==> src/hdl/edc_pkg.sv <==
// package of constants for the edo dram host controller
package edc_pkg;
  localparam int unsigned CLK_MHZ = 50;
  // power-up pause and init cycles
  localparam int unsigned INIT_PAUSE_US = 200;
  localparam int unsigned INIT_PAUSE_CYC = INIT_PAUSE_US * CLK_MHZ;
  localparam int unsigned INIT_CYCLES = 8;
  // refresh interval and row count
  localparam int unsigned REF_PERIOD_MS = 16;
  localparam int unsigned REF_ROWS = 1024;
  localparam int unsigned REF_INTERVAL_CYC = (REF_PERIOD_MS * 1000 * CLK_MHZ) / REF_ROWS;
  // strobe phase lengths in clock cycles
  localparam int unsigned ROW_ACTIVE_CYC = 3;
  localparam int unsigned PRECHARGE_CYC = 2;
  localparam int unsigned COL_PHASE_CYC = 2;
  localparam logic [1:0] OP_READ = 2'h0;
  localparam logic [1:0] OP_WRITE = 2'h1;
  localparam logic [1:0] OP_RMW = 2'h2;
endpackage

==> src/hdl/edc_timer.sv <==
// down counter that raises done when a loaded count expires and holds it at zero
`timescale 1ns/100ps
`default_nettype none
module edc_timer #(
  parameter int W = 16
) (
  input wire logic mclk, // clock
  input wire logic rst_n, // async reset, active low
  input wire logic load, // load a new count
  input wire logic [W-1:0] value, // cycles to wait
  output logic done // high while count is zero
);
  logic [W-1:0] cnt;
  logic [W-1:0] next_cnt;
  // count down to zero and hold there
  always_comb begin
    next_cnt = cnt;
    if (load) begin
      next_cnt = value;
    end else if (cnt != '0) begin
      next_cnt = cnt - W'(1);
    end
  end
  always_ff @(posedge mclk or negedge rst_n) begin
    if (!rst_n) begin
      cnt <= '0;
    end else begin
      cnt <= next_cnt;
    end
  end
  assign done = (cnt == '0);
endmodule // edc_timer
`default_nettype wire

==> src/hdl/edc_ctrl.sv <==
// host controller driving an asynchronous x16 edo dram through its pins
`timescale 1ns/100ps
`default_nettype none
module edc_ctrl #(
  parameter int unsigned INIT_PAUSE = edc_pkg::INIT_PAUSE_CYC,
  parameter int unsigned REF_INTERVAL = edc_pkg::REF_INTERVAL_CYC
) (
  input wire logic mclk, // 50 mhz clock
  input wire logic rst_n, // async reset, active low
  input wire logic req_valid, // access request
  input wire logic [1:0] req_op, // read, write or read-write
  input wire logic [9:0] req_row, // row address
  input wire logic [9:0] req_col, // column address
  input wire logic [1:0] req_be, // byte lanes, bit1 high byte
  input wire logic [15:0] req_wdata, // write data
  input wire logic req_page, // keep row open for next request
  output logic req_ready, // request taken this cycle
  output logic rsp_valid, // read data pulse
  output logic [15:0] rsp_rdata, // read data
  output logic init_done, // initialization complete
  output logic [9:0] mux_addr_pins, // multiplexed address
  output logic row_strobe_n, // row strobe
  output logic low_byte_col_strobe_n, // low lane column strobe
  output logic high_byte_col_strobe_n, // high lane column strobe
  output logic write_en_n, // write enable
  output logic out_en_n, // output enable
  output logic [15:0] data_pins_o, // data driven to device
  output logic data_pins_oe, // high while we drive data
  input wire logic [15:0] data_pins_i // data from device
);
  typedef enum {ST_PAUSE, ST_INIT_RAS, ST_INIT_PRE, ST_IDLE, ST_ROW, ST_COL, ST_RW2,
    ST_COLUP, ST_REF_CAS, ST_REF_RAS, ST_PRE} edc_state_t;
  edc_state_t state, next_state;
  logic [3:0] init_cnt, next_init_cnt;
  logic [19:0] ref_cnt, next_ref_cnt;
  logic ref_due, next_ref_due;
  logic [1:0] op, next_op;
  logic [9:0] col, next_col;
  logic [9:0] row, next_row; // row held open for page compares
  logic [1:0] be, next_be;
  logic [15:0] wdata, next_wdata;
  logic page, next_page;
  logic next_ready, next_rsp_valid, next_init_done;
  logic [15:0] next_rdata, next_dout;
  logic [9:0] next_addr;
  logic next_ras, next_low_byte_col_strobe_n, next_high_byte_col_strobe_n, next_we, next_oe, next_doe;
  logic t_load, t_done;
  logic pause_seen; // pause count has been armed
  logic [19:0] t_val;
  edc_timer #(.W(20)) u_timer (
    .mclk(mclk),
    .rst_n(rst_n),
    .load(t_load),
    .value(t_val),
    .done(t_done)
  );
  // lane strobes from byte enables: low bit is the low byte lane
  function automatic logic [1:0] lane_n(input logic [1:0] b);
    return ~b;
  endfunction
  // refresh tick: rows spread evenly across the period
  always_comb begin
    next_ref_cnt = ref_cnt + 20'h1;
    next_ref_due = ref_due;
    if (ref_cnt >= 20'(REF_INTERVAL - 1)) begin
      next_ref_cnt = 20'h0;
      next_ref_due = 1'b1;
    end
    if (state == edc_state_t'(ST_REF_RAS) && t_done) begin
      next_ref_due = next_ref_cnt == 20'h0;
    end
  end
  // main sequencer
  always_comb begin
    next_state = state;
    next_init_cnt = init_cnt;
    next_op = op;
    next_col = col;
    next_row = row;
    next_be = be;
    next_wdata = wdata;
    next_page = page;
    next_ready = 1'b0;
    next_rsp_valid = 1'b0;
    next_init_done = init_done;
    next_rdata = rsp_rdata;
    next_dout = data_pins_o;
    next_addr = mux_addr_pins;
    next_ras = row_strobe_n;
    next_low_byte_col_strobe_n = low_byte_col_strobe_n;
    next_high_byte_col_strobe_n = high_byte_col_strobe_n;
    next_we = write_en_n;
    next_oe = out_en_n;
    next_doe = data_pins_oe;
    t_load = 1'b0;
    t_val = 20'h0;
    unique case (state)
      ST_PAUSE: begin
        // strobes high during pause; first cycle arms the pause count
        if (!pause_seen) begin
          t_load = 1'b1;
          t_val = 20'(INIT_PAUSE);
        end else if (t_done) begin
          next_state = ST_INIT_RAS;
          next_ras = 1'b0;
          t_load = 1'b1;
          t_val = 20'(edc_pkg::ROW_ACTIVE_CYC);
        end
      end
      ST_INIT_RAS: begin
        if (t_done) begin
          next_ras = 1'b1;
          next_init_cnt = init_cnt + 4'h1;
          next_state = ST_INIT_PRE;
          t_load = 1'b1;
          t_val = 20'(edc_pkg::PRECHARGE_CYC);
        end
      end
      ST_INIT_PRE: begin
        if (t_done) begin
          if (init_cnt == 4'(edc_pkg::INIT_CYCLES)) begin
            next_init_done = 1'b1;
            next_state = ST_IDLE;
          end else begin
            next_ras = 1'b0;
            next_state = ST_INIT_RAS;
            t_load = 1'b1;
            t_val = 20'(edc_pkg::ROW_ACTIVE_CYC);
          end
        end
      end
      ST_IDLE: begin
        if (ref_due) begin
          // column strobes low before row strobe
          // write enable high, both lanes active
          next_low_byte_col_strobe_n = 1'b0;
          next_high_byte_col_strobe_n = 1'b0;
          next_we = 1'b1;
          next_oe = 1'b1;
          next_doe = 1'b0;
          next_state = ST_REF_CAS;
        end else if (req_valid) begin
          // row address set before row strobe falls
          next_ready = 1'b1;
          next_op = req_op;
          next_col = req_col;
          next_row = req_row;
          next_be = req_be;
          next_wdata = req_wdata;
          next_page = req_page;
          next_addr = req_row;
          next_state = ST_ROW;
        end
      end
      ST_ROW: begin
        // row latched here is refreshed by the access
        next_ras = 1'b0;
        next_state = ST_COL;
        next_addr = col;
        t_load = 1'b1;
        t_val = 20'(edc_pkg::COL_PHASE_CYC);
        // data driven in the same cycle as write enable, before the column strobes
        next_dout = wdata;
        next_doe = op == edc_pkg::OP_WRITE;
        next_we = op != edc_pkg::OP_WRITE;
        // output enable low so column strobe edge starts read
        next_oe = op == edc_pkg::OP_WRITE;
      end
      ST_COL: begin
        // byte lanes chosen by column strobes
        {next_high_byte_col_strobe_n, next_low_byte_col_strobe_n} = lane_n(be);
        if (t_done && !low_byte_col_strobe_n | !high_byte_col_strobe_n) begin
          // data sampled after the access delay
          next_rdata = data_pins_i;
          next_rsp_valid = op != edc_pkg::OP_WRITE;
          if (op == edc_pkg::OP_RMW) begin
            // output off, then write in same column cycle
            next_oe = 1'b1;
            next_state = ST_RW2;
            t_load = 1'b1;
            t_val = 20'(edc_pkg::COL_PHASE_CYC);
          end else begin
            next_state = ST_COLUP;
            // page: hold the row a little so the next request can arrive
            t_load = page;
            t_val = 20'(2 * edc_pkg::COL_PHASE_CYC);
          end
        end
      end
      ST_RW2: begin
        next_doe = 1'b1;
        // write starts at late write enable fall
        next_we = !data_pins_oe;
        if (t_done && data_pins_oe && !write_en_n) begin
          next_state = ST_COLUP;
        end
      end
      ST_COLUP: begin
        next_low_byte_col_strobe_n = 1'b1;
        next_high_byte_col_strobe_n = 1'b1;
        next_we = 1'b1;
        next_doe = 1'b0;
        // page mode: next column, row stays low
        // device holds read data to next column fall
        if (page && req_valid && req_row == row && t_done) begin
          next_ready = 1'b1;
          next_op = req_op;
          next_col = req_col;
          next_be = req_be;
          next_wdata = req_wdata;
          next_page = req_page;
          next_state = ST_ROW;
        end else if (t_done) begin
          // cycle ends with all strobes high
          next_ras = 1'b1;
          next_oe = 1'b1;
          next_state = ST_PRE;
          t_load = 1'b1;
          t_val = 20'(edc_pkg::PRECHARGE_CYC);
        end
      end
      ST_REF_CAS: begin
        // address pins are don't care here
        next_ras = 1'b0;
        next_state = ST_REF_RAS;
        t_load = 1'b1;
        t_val = 20'(edc_pkg::ROW_ACTIVE_CYC);
      end
      ST_REF_RAS: begin
        // data pins left released during refresh
        if (t_done) begin
          next_ras = 1'b1;
          next_low_byte_col_strobe_n = 1'b1;
          next_high_byte_col_strobe_n = 1'b1;
          next_state = ST_PRE;
          t_load = 1'b1;
          t_val = 20'(edc_pkg::PRECHARGE_CYC);
        end
      end
      ST_PRE: begin
        if (t_done) begin
          next_state = ST_IDLE;
        end
      end
    endcase
  end
  // hidden refresh not issued; row-only used for init only
  always_ff @(posedge mclk or negedge rst_n) begin
    if (!rst_n) begin
      state <= ST_PAUSE;
      init_cnt <= 4'h0;
      ref_cnt <= 20'h0;
      ref_due <= 1'b0;
      op <= 2'h0;
      col <= 10'h0;
      row <= 10'h0;
      be <= 2'h0;
      wdata <= 16'h0;
      page <= 1'b0;
      req_ready <= 1'b0;
      rsp_valid <= 1'b0;
      rsp_rdata <= 16'h0;
      init_done <= 1'b0;
      mux_addr_pins <= 10'h0;
      row_strobe_n <= 1'b1;
      low_byte_col_strobe_n <= 1'b1;
      high_byte_col_strobe_n <= 1'b1;
      write_en_n <= 1'b1;
      out_en_n <= 1'b1;
      data_pins_o <= 16'h0;
      data_pins_oe <= 1'b0;
    end else begin
      state <= next_state;
      init_cnt <= next_init_cnt;
      ref_cnt <= next_ref_cnt;
      ref_due <= next_ref_due;
      op <= next_op;
      col <= next_col;
      row <= next_row;
      be <= next_be;
      wdata <= next_wdata;
      page <= next_page;
      req_ready <= next_ready;
      rsp_valid <= next_rsp_valid;
      rsp_rdata <= next_rdata;
      init_done <= next_init_done;
      mux_addr_pins <= next_addr;
      row_strobe_n <= next_ras;
      low_byte_col_strobe_n <= next_low_byte_col_strobe_n;
      high_byte_col_strobe_n <= next_high_byte_col_strobe_n;
      write_en_n <= next_we;
      out_en_n <= next_oe;
      data_pins_o <= next_dout;
      data_pins_oe <= next_doe;
    end
  end
  // pause ends only after the full count
  always_ff @(posedge mclk or negedge rst_n) begin
    if (!rst_n) begin
      pause_seen <= 1'b0;
    end else if (state == ST_PAUSE) begin
      pause_seen <= 1'b1;
    end
  end
  no_early_req_a: assert property (@(posedge mclk) disable iff (!rst_n)
    req_ready |-> init_done) else $error("request taken before init");
  ref_hiz_a: assert property (@(posedge mclk) disable iff (!rst_n)
    (state == ST_REF_RAS) |-> !data_pins_oe) else $error("data driven during refresh");
  // column strobe leads row strobe in refresh
  cbr_order_a: assert property (@(posedge mclk) disable iff (!rst_n)
    (state == ST_REF_CAS) |-> !low_byte_col_strobe_n && row_strobe_n)
    else $error("refresh order wrong");
  cbr_we_a: assert property (@(posedge mclk) disable iff (!rst_n)
    (state == ST_REF_RAS) |-> write_en_n) else $error("write low in refresh");
  pause_high_a: assert property (@(posedge mclk) disable iff (!rst_n)
    (state == ST_PAUSE) |-> row_strobe_n && write_en_n) else $error("strobe low in pause");
  // row strobe low for full active time
  ras_min_a: assert property (@(posedge mclk) disable iff (!rst_n)
    $fell(row_strobe_n) |-> !row_strobe_n [*3]) else $error("row active too short");
  lane_sel_a: assert property (@(posedge mclk) disable iff (!rst_n)
    (state == ST_COL && !be[0]) |=> low_byte_col_strobe_n) else $error("wrong lane");
  // write data out no later than the cycle write enable falls
  wdata_early_a: assert property (@(posedge mclk) disable iff (!rst_n)
    $fell(write_en_n) |-> data_pins_oe) else $error("write data late");
  cov_read_c: cover property (@(posedge mclk) disable iff (!rst_n) rsp_valid);
  cov_ref_c: cover property (@(posedge mclk) disable iff (!rst_n) state == ST_REF_RAS);
  cov_rmw_c: cover property (@(posedge mclk) disable iff (!rst_n) state == ST_RW2);
  cov_init_c: cover property (@(posedge mclk) disable iff (!rst_n) $rose(init_done) && pause_seen);
endmodule // edc_ctrl
`default_nettype wire

==> config.mk <==
export PLATFORM = sky130hd
export DESIGN_NAME = edc_ctrl
export DESIGN_NICKNAME = d
export VERILOG_FILES = /design/src/hdl/edc_pkg.sv /design/src/hdl/edc_timer.sv /design/src/hdl/edc_ctrl.sv
export SDC_FILE = /design/constraint.sdc
export NUM_CORES = 1
export LEC_CHECK = 0
export ABC_AREA = 1
export BUFFER_PORTS_ARGS = -buffer_cell sky130_fd_sc_hd__buf_2
export CORE_MARGIN = 10
export CORE_UTILIZATION = 25
export CTS_BUF_LIST = sky130_fd_sc_hd__clkbuf_4 sky130_fd_sc_hd__clkbuf_8
export CTS_CLUSTER_DIAMETER = 40
export DETAILED_ROUTE_END_ITERATION = 16
export PLACE_DENSITY_LB_ADDON = 0.08
export SYNTH_ARGS = -nofsm -noshare
export SYNTH_HDL_FRONTEND = slang
export SYNTH_SLANG_ARGS = --single-unit
==> constraint.sdc <==
create_clock -name mclk -period 2.1 [get_ports mclk]
set_clock_uncertainty 0.15 [all_clocks]
set_input_delay 0.105 -clock mclk [delete_from_list [all_inputs] [get_ports mclk]]
set_output_delay 0.105 -clock mclk [all_outputs]
set_load 0.01 [all_outputs]
### Yosys cells after proc, flatten, opt, wreduce, memory -nomap -nowiden

Index checks and enable logic that the tools add are counted.

* bitwise logic cells: 3
* equality and inequality tests: 33
* multiplexer cells: 83
* reduce and logical (&&, ||, !) cells: 37
* $add $sub $neg: 3
* magnitude comparators: 1

Operators by type and width (number)
* 2-to-1 mux 32 bit: 11
* case mux 32 bit (11 select lines): 1
* case mux 20 bit (7 select lines): 1
* equality test 32 x 3 -> 1 bit, second input constant: 4
* equality test 32 x 4 -> 1 bit, second input constant: 3
* 2-to-1 mux 20 bit: 4
* equality test 32 x 2 -> 1 bit, second input constant: 2
* zero test 32 bit: 2
* 2-to-1 mux 10 bit: 5
* 2-to-1 mux 16 bit: 3
* zero test 20 bit: 2
* case mux 10 bit (2 select lines): 2
* equality test 32 x 1 -> 1 bit, second input constant: 1
* equality test 32 x 5 -> 1 bit, second input constant: 1
* != test 2 bit, second input constant: 16
* case mux 16 bit (2 select lines): 1
* 2-to-1 mux 1 bit: 30
* 2-to-1 mux 2 bit: 11
* adder 20 x 1 -> 20 bit, second input constant: 1
* greater-or-equal comparator 20 x 10 -> 1 bit, second input constant: 1
* case mux 1 bit (4 select lines): 5
* nonzero test 20 bit: 1
* subtractor 20 x 1 -> 20 bit, second input constant: 1
* 2-to-1 mux 14 bit: 1
* 26 further kinds: 50

* output and inout bits: 51
* input bits: 60
* flip-flop bits (word level): 170

### Logic depth before layout (Yosys ltp)

Gate-level depths: netlist of the first run.

* word-level depth: 6
* mapped depth: 14

### By module

From an unflattened synthesis of the first run, not the netlist that was laid out.

* cells, all modules: 972
* area total of the unflattened synthesis: 8166.6 µm²

Modules (own cells, without submodules)
* edc_ctrl: cells each 761, instances 1, area each 6766.5 µm², seq. area each 3759.9 µm²
* edc_timer: cells each 211, instances 1, area each 1400.1 µm², seq. area each 500.5 µm²

### Worst setup path before layout of the first run

No wires, ideal clock.

* path type: register -> register
* from: register u_timer.cnt[0]
* to: register page
* clock period less this slack: 1998 ps
* arrival: 1730 ps
* slack: 102 ps
* stages on the path, launching flop included: 13
* path through: dfrtp_1 -> inv_1 -> ha_1 -> nand3_1 -> nor2_2 -> nand3_4 -> inv_4 -> nand4_4 -> nand2_2 -> nand3_4 -> buf_6 -> nand2_1 -> o21ai_2

* longest elaborated chain between the ends: 4

RTL lines
* start, declared: RTL line edc_timer.sv:13 `logic [W-1:0] cnt;`
* start signal, assigned: RTL line edc_timer.sv:28 `cnt <= next_cnt;`
* zero test 20 bit: RTL line edc_timer.sv:31 `assign done = (cnt == '0);`
* logical AND 1 bit: RTL line edc_ctrl.sv:205 `if (page && req_valid && req_row == row && t_done) begin`
* != test 2 bit (no source line)
* AND reduction 4 bit (no source line)
* end signal, assigned: RTL line edc_ctrl.sv:282 `page <= next_page;`
* end, declared: RTL line edc_ctrl.sv:42 `logic page, next_page;`

No other way between the ends.
A chain may end at the register's enable or synchronous reset.

### Final worst setup path of the first run

* from: register u_timer.cnt[11]
* to: register op[1]

* longest elaborated chain between the ends: 4

RTL lines
* zero test 20 bit: RTL line edc_timer.sv:31
* logical AND 1 bit: RTL line edc_ctrl.sv:205
* != test 2 bit (no source line)
* AND reduction 4 bit (no source line)
* end signal, assigned: RTL line edc_ctrl.sv:277 `op <= next_op;`
* end, declared: RTL line edc_ctrl.sv:37 `logic [1:0] op, next_op;`

No other way between the ends.

==> impl_metrics.env, run 1 <==
export IMPL_synth_edff_count=0
export IMPL_antenna_left=0
export IMPL_syn_to_final_growth_pct=49.7
export IMPL_intPower_uw=4680
export IMPL_antennaDiodeCount=0
export IMPL_cp_slowest_cell="dfrtp_1"
export IMPL_cp_startpoint="u_timer.cnt[11]$_DFFE_PN0P_"
export IMPL_crit_type="flop to flop"
export IMPL_io_buffers=110
export IMPL_synth_distinct_cells=44
export IMPL_startpoint_type="flop"
export IMPL_p_comb_share_pct=6.4
export IMPL_die_area_mm2=0.0415
export IMPL_drt_iter0_drc=318
export IMPL_tightestPinTransition_ps=589
export IMPL_drtPass1Iterations=5
export IMPL_synthFlopType="dfrtp_1"
export IMPL_fin_nets=1398
export IMPL_ys_ff_latch=170
export IMPL_pwr_share_clk_pct=39.6
export IMPL_power_switching_uw=1510
export IMPL_postLayoutCoreUtil_pct=37.8
export IMPL_cts_buffers=17
export IMPL_drt_vias_per_instance=4.06
export IMPL_p_leak_uw=0.00631
export IMPL_place_congestion=0.840
export IMPL_synthCells=968
export IMPL_synth_xor_area_share_pct=2.49
export IMPL_grt_pass1_wl_um=41400
export IMPL_max_slew_margin_pct=60.7
export IMPL_synthTopCellsByArea="dfrtp_1, nand2_1, nor2_1, inv_1, o21ai_2"
export IMPL_grt_max_degree=55
export IMPL_setup_violations=14
export IMPL_ctsLongestPathBuffers=2
export IMPL_antenna_found_initial=1
export IMPL_cp_cell_sequence="nor2_2 -> nand2_2 -> nor2_4 -> buf_12 -> nand3_4 -> inv_4 -> nand4_4 -> nand2_4 -> nand3_4 -> buf_6 -> buf_16 -> nand2_4 -> o21ai_2"
export IMPL_cp_max_fo=6
export IMPL_io_pins=111
export IMPL_hpwl_um=18300
export IMPL_layout_drive_gt1_share_pct=39.5
export IMPL_synthArstFlopShare_pct=100
export IMPL_violations="setup timing"
export IMPL_synth_simple_area_share_pct=28.3
export IMPL_yosysSeqAreaShare_pct=50.5
export IMPL_die_h_um=204
export IMPL_multiInputGateArea_mm2=0.00418
export IMPL_pre_cts_ws_ps=-126
export IMPL_dpl_cell_area_mm2=0.0105
export IMPL_synthTopCellsByCount="nand2_1, dfrtp_1, nor2_1"
export IMPL_synth_compound_area_share_pct=7.54
export IMPL_totalWireLength_um=25700
export IMPL_fmax_mhz=470
export IMPL_slowest_delay_ps=400
export IMPL_clock_latency_ps=480
export IMPL_finish_instance_area_mm2=0.0126
export IMPL_postSynthAreaPerCell_um2=8.72
export IMPL_tritoncts="built"
export IMPL_period_share_pct=101
export IMPL_start_util_pct=25.2
export IMPL_hold_class="primary input to asynchronous set/reset pin"
export IMPL_cp_data_arrival_time_ps=2360
export IMPL_htree_levels=4
export IMPL_clk_pin_slew_ps=90
export IMPL_cts_root_buf="clkbuf_8"
export IMPL_synth_top_area_share_pct=48.9
export IMPL_setup_ws_ps=-29.0
export IMPL_rows=67
export IMPL_nFillCells=3418
export IMPL_clock_sinks=170
export IMPL_fp_dieW_um=204
export IMPL_p_per_area_mw_per_mm2=490
export IMPL_end_kind="flop"
export IMPL_required_ps=2330
export IMPL_overflow=0
export IMPL_setup_tns_ps=-279
export IMPL_p_seq_share_pct=54.0
export IMPL_synth_top_family_by_area="simple AND/OR/NAND/NOR gates"
export IMPL_synth_most_common_cell="nand2_1"
export IMPL_min_period_ps=2130
export IMPL_grt_pass1_vias=7649
export IMPL_reg2reg_from="u_timer.cnt[11]$_DFFE_PN0P_"
export IMPL_yosys_area_top_type="dfrtp_1"
export IMPL_drc=0
export IMPL_slew_viol_final=0
export IMPL_power_total_uw=6200
export IMPL_rsz0062_at_grt="true"
export IMPL_drv_cap=0
export IMPL_swShare_pct=24.4
export IMPL_synthMuxAreaShare_pct=2.67
export IMPL_ff_latch_area_mm2=0.00426
export IMPL_status="finished, violations left"
export IMPL_drt_wirelength_per_cell_um=14.4
export IMPL_finalHoldViolCount=0
export IMPL_synthesis_area_mm2=0.00844
export IMPL_vdd_drop_max_v=0.000393
export IMPL_track_usage_pct=12.6
export IMPL_ys_warn_count=0
export IMPL_synthAdderAreaFrac_pct=0.889
export IMPL_core_area_mm2=0.0334
export IMPL_dr_total_vias=7277
==> routing by layer <==
| metal | global-route usage, % | wire length [um] | vias up |
|---|---|---|---|
| li1 | - | - | 3736 |
| met1 | 16.5 | 12000 | 3428 |
| met2 | 20.1 | 12300 | 100 |
| met3 | 3.59 | 1140 | 13 |
| met4 | 3.25 | 274 | 0 |
| met5 | 0 | 0 | - |
==> state kept, by name, summed over array words and instances, names as in the netlist, 2 cells and up <==
signal and flops:
state 32, be 2, u_timer.cnt 20, mux_addr_pins 10, op 2, ref_cnt 20, rsp_rdata 16, wdata 16
data_pins_o 16, init_cnt 4, col 10, row 10
==> cell families after synthesis <==
| family | Yosys count |
|---|---|
| AOI/OAI and AO/OA | 99 |
| xor gates and xnor gates | 24 |
| adders and majority gates | 6 |
| buffers and inverters | 150 |
| DFF | 170 |
| muxes | 17 |
| other | 1 |
| and+or+nand+nor | 501 |
==> power groups by stage <==
stage          clock [uW]  sequential, uW  combinational, uW
5_1_grt              2720            3350                456
3_3_place_gp            0            3410                318
3_5_place_dp            0            3410                317
6_report             2450            3350                399
2_1_floorplan           0            3410                104
4_1_cts              2580            3340                407
==> final cells by class <==
class	instances	share of cell area, %
Inverter	131	3.99
Multi-Input combinational cell	689	33.1
Tap cell	448	4.43
Clock buffer	21	2.19
Clock inverter	11	1.07
Sequential cell	170	33.7
Timing Repair Buffer	323	21.6
==> critical path: cells and delay by family, from the launching register on <==
kind,cells,cell delay [ps]
buffers and inverters,4,560
flip-flops,1,400
AND/OR/NAND/NOR,8,880
AO/OA/AOI/OAI,1,40
==> placed cells by master, fill, tap and decap left out, types with 3 or more instances in the layout <==
master         netlist  routed
nor3_1              18      12
o21ai_2             33      36
xor2_1              16      16
clkbuf_8             0      19
xnor2_1              8       8
nand4_1             16      16
a21oi_1             23      19
o21ai_0             20      16
nand2_8              0       5
dfrtp_1            165     164
buf_4                0     110
buf_6                9      20
nand3_2              3       8
clkinv_4             0       3
mux2_4               9       9
mux2_2               8       8
inv_2               12      14
dfstp_2              5       5
buf_2                7     109
conb_1               1      38
nor2_1             164     137
nand3_4              3       5
a21oi_2              1       5
nor2_2               9      25
nor3_2               5       9
nor2_4              10      22
inv_1              117     113
clkbuf_16            0       4
nand3_1             40      33
nand2_4              2      12
o21ai_1             16      17
or2_2                6       4
nand2_1            180     152
dlygate4sd3_1        0      59
nand2_2             35      51
nor3_4               2       4
buf_12               0      17
ha_1                 6       5
buf_16               0       3
==> metrics by stage <==
step | hold slack [ps] | cells
after detailed placement | -5.98 | 1657
after global routing | 70.0 | 1793
after CTS | 22.2 | 1776
after global placement | -2.86 | 1657
after floorplan | -341 | 1005
final | 39.9 | 1793
==> repair_timing <==
item	4_1_cts	5_1_grt
setup buffers	22	16
resized for setup	55	107
endpoints found under the hold margin	235	0
pin swaps	27	34
endpoints found under the setup margin	65	112
gates cloned	7	5
hold buffers	59	0
==> path summary, 6_finish.rpt <==
path                       slack (ps)                       to  cells after the start
max                               -30        op[1]$_DFFE_PN0P_                     13
min                                40    state[29]$_DFFE_PN0P_                      2
max reg2reg                       -30        op[1]$_DFFE_PN0P_                     13
min reg2reg                       330  init_cnt[3]$_DFFE_PN0P_                      1
max in group asynchronous        1090     ref_cnt[5]$_DFF_PN0_                      3
min in group mclk                 240     wdata[3]$_DFFE_PN0P_                      4
Note: power is estimated with default switching activity, not from simulation.
==> run 2, diff against run 1 <==
--- a/config.mk
+++ b/config.mk
@@ -8,11 +8,13 @@
 export ABC_AREA = 1
 export BUFFER_PORTS_ARGS = -buffer_cell sky130_fd_sc_hd__buf_2
 export CORE_MARGIN = 10
-export CORE_UTILIZATION = 25
+export CORE_UTILIZATION = 40
 export CTS_BUF_LIST = sky130_fd_sc_hd__clkbuf_4 sky130_fd_sc_hd__clkbuf_8
 export CTS_CLUSTER_DIAMETER = 40
 export DETAILED_ROUTE_END_ITERATION = 16
+export HOLD_SLACK_MARGIN = 0.08
 export PLACE_DENSITY_LB_ADDON = 0.08
+export SETUP_SLACK_MARGIN = 0.3
 export SYNTH_ARGS = -nofsm -noshare
 export SYNTH_HDL_FRONTEND = slang
 export SYNTH_SLANG_ARGS = --single-unit
==> run 2 against run 1 <==
The flow still finishes with violations (setup timing). Maximum frequency rose by 1.1%. Count of clock-buffer cells in the layout decreased by 3. Cell count is 10% lower. Global-route usage up 4.9 points. Via count rose by 0.77%. Non-clock buffer count down 14. Largest power group unchanged.
==> impl_metrics.env, run 2 (synthesis results as in run 1) <==
export IMPL_grt_max_degree=48
export IMPL_dr_total_vias=7333
export IMPL_largest_register="state"
export IMPL_violations="setup timing"
export IMPL_reg2reg_to="u_timer.cnt[4]$_DFFE_PN0P_"
export IMPL_drt_wirelength_per_cell_um=14.9
export IMPL_rsz0062_at_grt="true"
export IMPL_final_cell_mix="dfrtp_1, nand2_1, inv_1"
export IMPL_finish_instance_area_mm2=0.0131
export IMPL_cp_depth=15
export IMPL_dpl_cell_area_mm2=0.0100
export IMPL_fin_cells=1607
export IMPL_max_slew_margin_pct=53.5
export IMPL_track_usage_pct=17.6
export IMPL_clock_sinks=170
export IMPL_min_period_ps=2110
export IMPL_drt_iter0_drc=284
export IMPL_hold_class="primary input to flop"
export IMPL_slowest_delay_ps=400
export IMPL_finalHoldViolCount=0
export IMPL_antennaDiodeCount=0
export IMPL_cp_slowest_cell="dfrtp_1"
export IMPL_hold_ws_ps=124
export IMPL_fin_nets=1385
export IMPL_die_h_um=165
export IMPL_period_share_pct=100
export IMPL_drc=0
export IMPL_cts_root_buf="clkbuf_8"
export IMPL_die_area_mm2=0.0273
export IMPL_vdd_drop_max_v=0.000350
export IMPL_final_common_cell="dfrtp_1"
export IMPL_clk_pin_slew_ps=110
export IMPL_setup_violations=4
export IMPL_reg2reg_from="state[26]$_DFFE_PN0P_"
export IMPL_cp_cell_sequence="nor2_2 -> nand2_2 -> nor2_4 -> buf_6 -> nand3_4 -> buf_12 -> nor2_4 -> nand2_2 -> nand2_4 -> nor2_8 -> buf_12 -> nand3_2 -> nand2_1 -> nand2_2 -> inv_1"
export IMPL_hpwl_um=15300
export IMPL_end_kind="flop"
export IMPL_antenna_found_initial=0
export IMPL_p_per_area_mw_per_mm2=474
export IMPL_wl_met3_um=894
export IMPL_cp_max_fo=6
export IMPL_antenna_left=0
export IMPL_reg2reg_slack_ps=-7
export IMPL_place_congestion=0.882
export IMPL_min_to="out_en_n$_DFFE_PN1P_"
export IMPL_power_switching_uw=1630
export IMPL_cp_data_arrival_time_ps=2310
export IMPL_p_comb_share_pct=6.7
export IMPL_ctsLongestPathBuffers=2
export IMPL_critical_path_top_delay_family="simple AND/OR/NAND/NOR gates"
export IMPL_largest_reg_flops=32
export IMPL_worstHoldStart="req_row[7]"
export IMPL_startpoint_type="flop"
export IMPL_clock_latency_ps=460
export IMPL_drv_cap=0
export IMPL_holdPathStages=7
export IMPL_cp_startpoint="state[26]$_DFFE_PN0P_"
export IMPL_grt_pass1_vias=7675
export IMPL_htree_levels=4
export IMPL_drtPass1Iterations=6
export IMPL_grt_pass1_wl_um=38300
export IMPL_top_layer_used="met4"
export IMPL_setup_tns_ps=-18.4
export IMPL_io_pins=111
export IMPL_power_total_uw=6200
export IMPL_fp_dieW_um=165
export IMPL_fmax_mhz=475
export IMPL_setup_ws_ps=-6.69
export IMPL_cts_buffers=17
export IMPL_status="finished, violations left"
export IMPL_tritoncts="built"
export IMPL_wl_met1_um=10500
export IMPL_core_area_mm2=0.0209
export IMPL_crit_type="flop to flop"
export IMPL_required_ps=2300
export IMPL_path_buf_inv=4
export IMPL_reg2regPathDepth=15
export IMPL_tightestPinTransition_ps=695
export IMPL_overflow=0
export IMPL_layout_drive_gt1_share_pct=44.5
export IMPL_p_seq_share_pct=53.9
export IMPL_swShare_pct=26.3
export IMPL_totalWireLength_um=23900
export IMPL_intPower_uw=4570
export IMPL_crit_top_cell="nand2_2"
export IMPL_slew_viol_final=0
export IMPL_rows=53
export IMPL_dp_cells=1445
export IMPL_pwr_share_clk_pct=39.4
export IMPL_syn_to_final_growth_pct=55.2
export IMPL_start_util_pct=40.4
export IMPL_reg_top3="state x32, ref_cnt x20, u_timer.cnt x20"
export IMPL_p_leak_uw=0.00647
export IMPL_drt_vias_per_instance=4.56
export IMPL_wl_met2_um=12100
export IMPL_io_buffers=110
[run 2: power by group through the flow]
stage                     logic, uW  clock network [uW]  registers (uW)
after floorplan                 104                   0            3410
after detailed placement        296                   0            3410
after CTS                       405                2530            3340
final                           415                2440            3350
after global placement          294                   0            3410
after global routing            467                2670            3350
[run 2: layer usage]
metal  vias to the layer above  global-route usage (%)
met3                        19                    4.54
met2                       101                    29.0
met5                         -                       0
met4                         0                    4.75
li1                       3720                       -
met1                      3493                    22.4
[run 2: final cells by class]
cell class | count | area [um2]
tap | 275 | 344
fill | 1785 | 7790
timing repair buffer | 309 | 2820
multi-input combinational | 688 | 4710
clock buffer | 18 | 248
sequential | 170 | 4270
inverter | 131 | 514
timing repair inverter | 2 | 26.3
clock inverter | 14 | 170
[run 2: worst min-delay path: stages]
cell and delay, ps:
buf_2 90, nand2_1 80, nand4_1 80, nor2_1 40, nand4_1 90, nand3_2 80
a21oi_2 120
[run 2: worst max path at each step]
stage / to / slack (ps)
floorplan: op[1]$_DFFE_PN0P_ / 140
global placement: u_timer.cnt[13]$_DFFE_PN0P_ / -40
detailed placement: u_timer.cnt[2]$_DFFE_PN0P_ / -50
CTS: u_timer.cnt[13]$_DFFE_PN0P_ / -20
global route: u_timer.cnt[13]$_DFFE_PN0P_ / -170
finish: u_timer.cnt[4]$_DFFE_PN0P_ / -7
[run 2: metrics by stage]
| stage | setup WS [ps] | util (%) |
|---|---|---|
| 2_1_floorplan | 135 | - |
| 3_3_place_gp | -42.2 | 48.1 |
| 3_5_place_dp | -50.8 | 48.1 |
| 4_1_cts | -16.2 | 59.4 |
| 5_1_grt | -166 | 62.7 |
| 6_report | -6.69 | 62.7 |
[run 2: repair_timing]
| item | in CTS | in global routing |
|---|---|---|
| setup buffers | 40 | 10 |
| pin swaps | 49 | 65 |
| cloned | 13 | 5 |
| setup endpoints to repair | 120 | 122 |
| hold buffers | 62 | 0 |
| hold endpoints to repair | 238 | 0 |
| resized for setup | 157 | 146 |
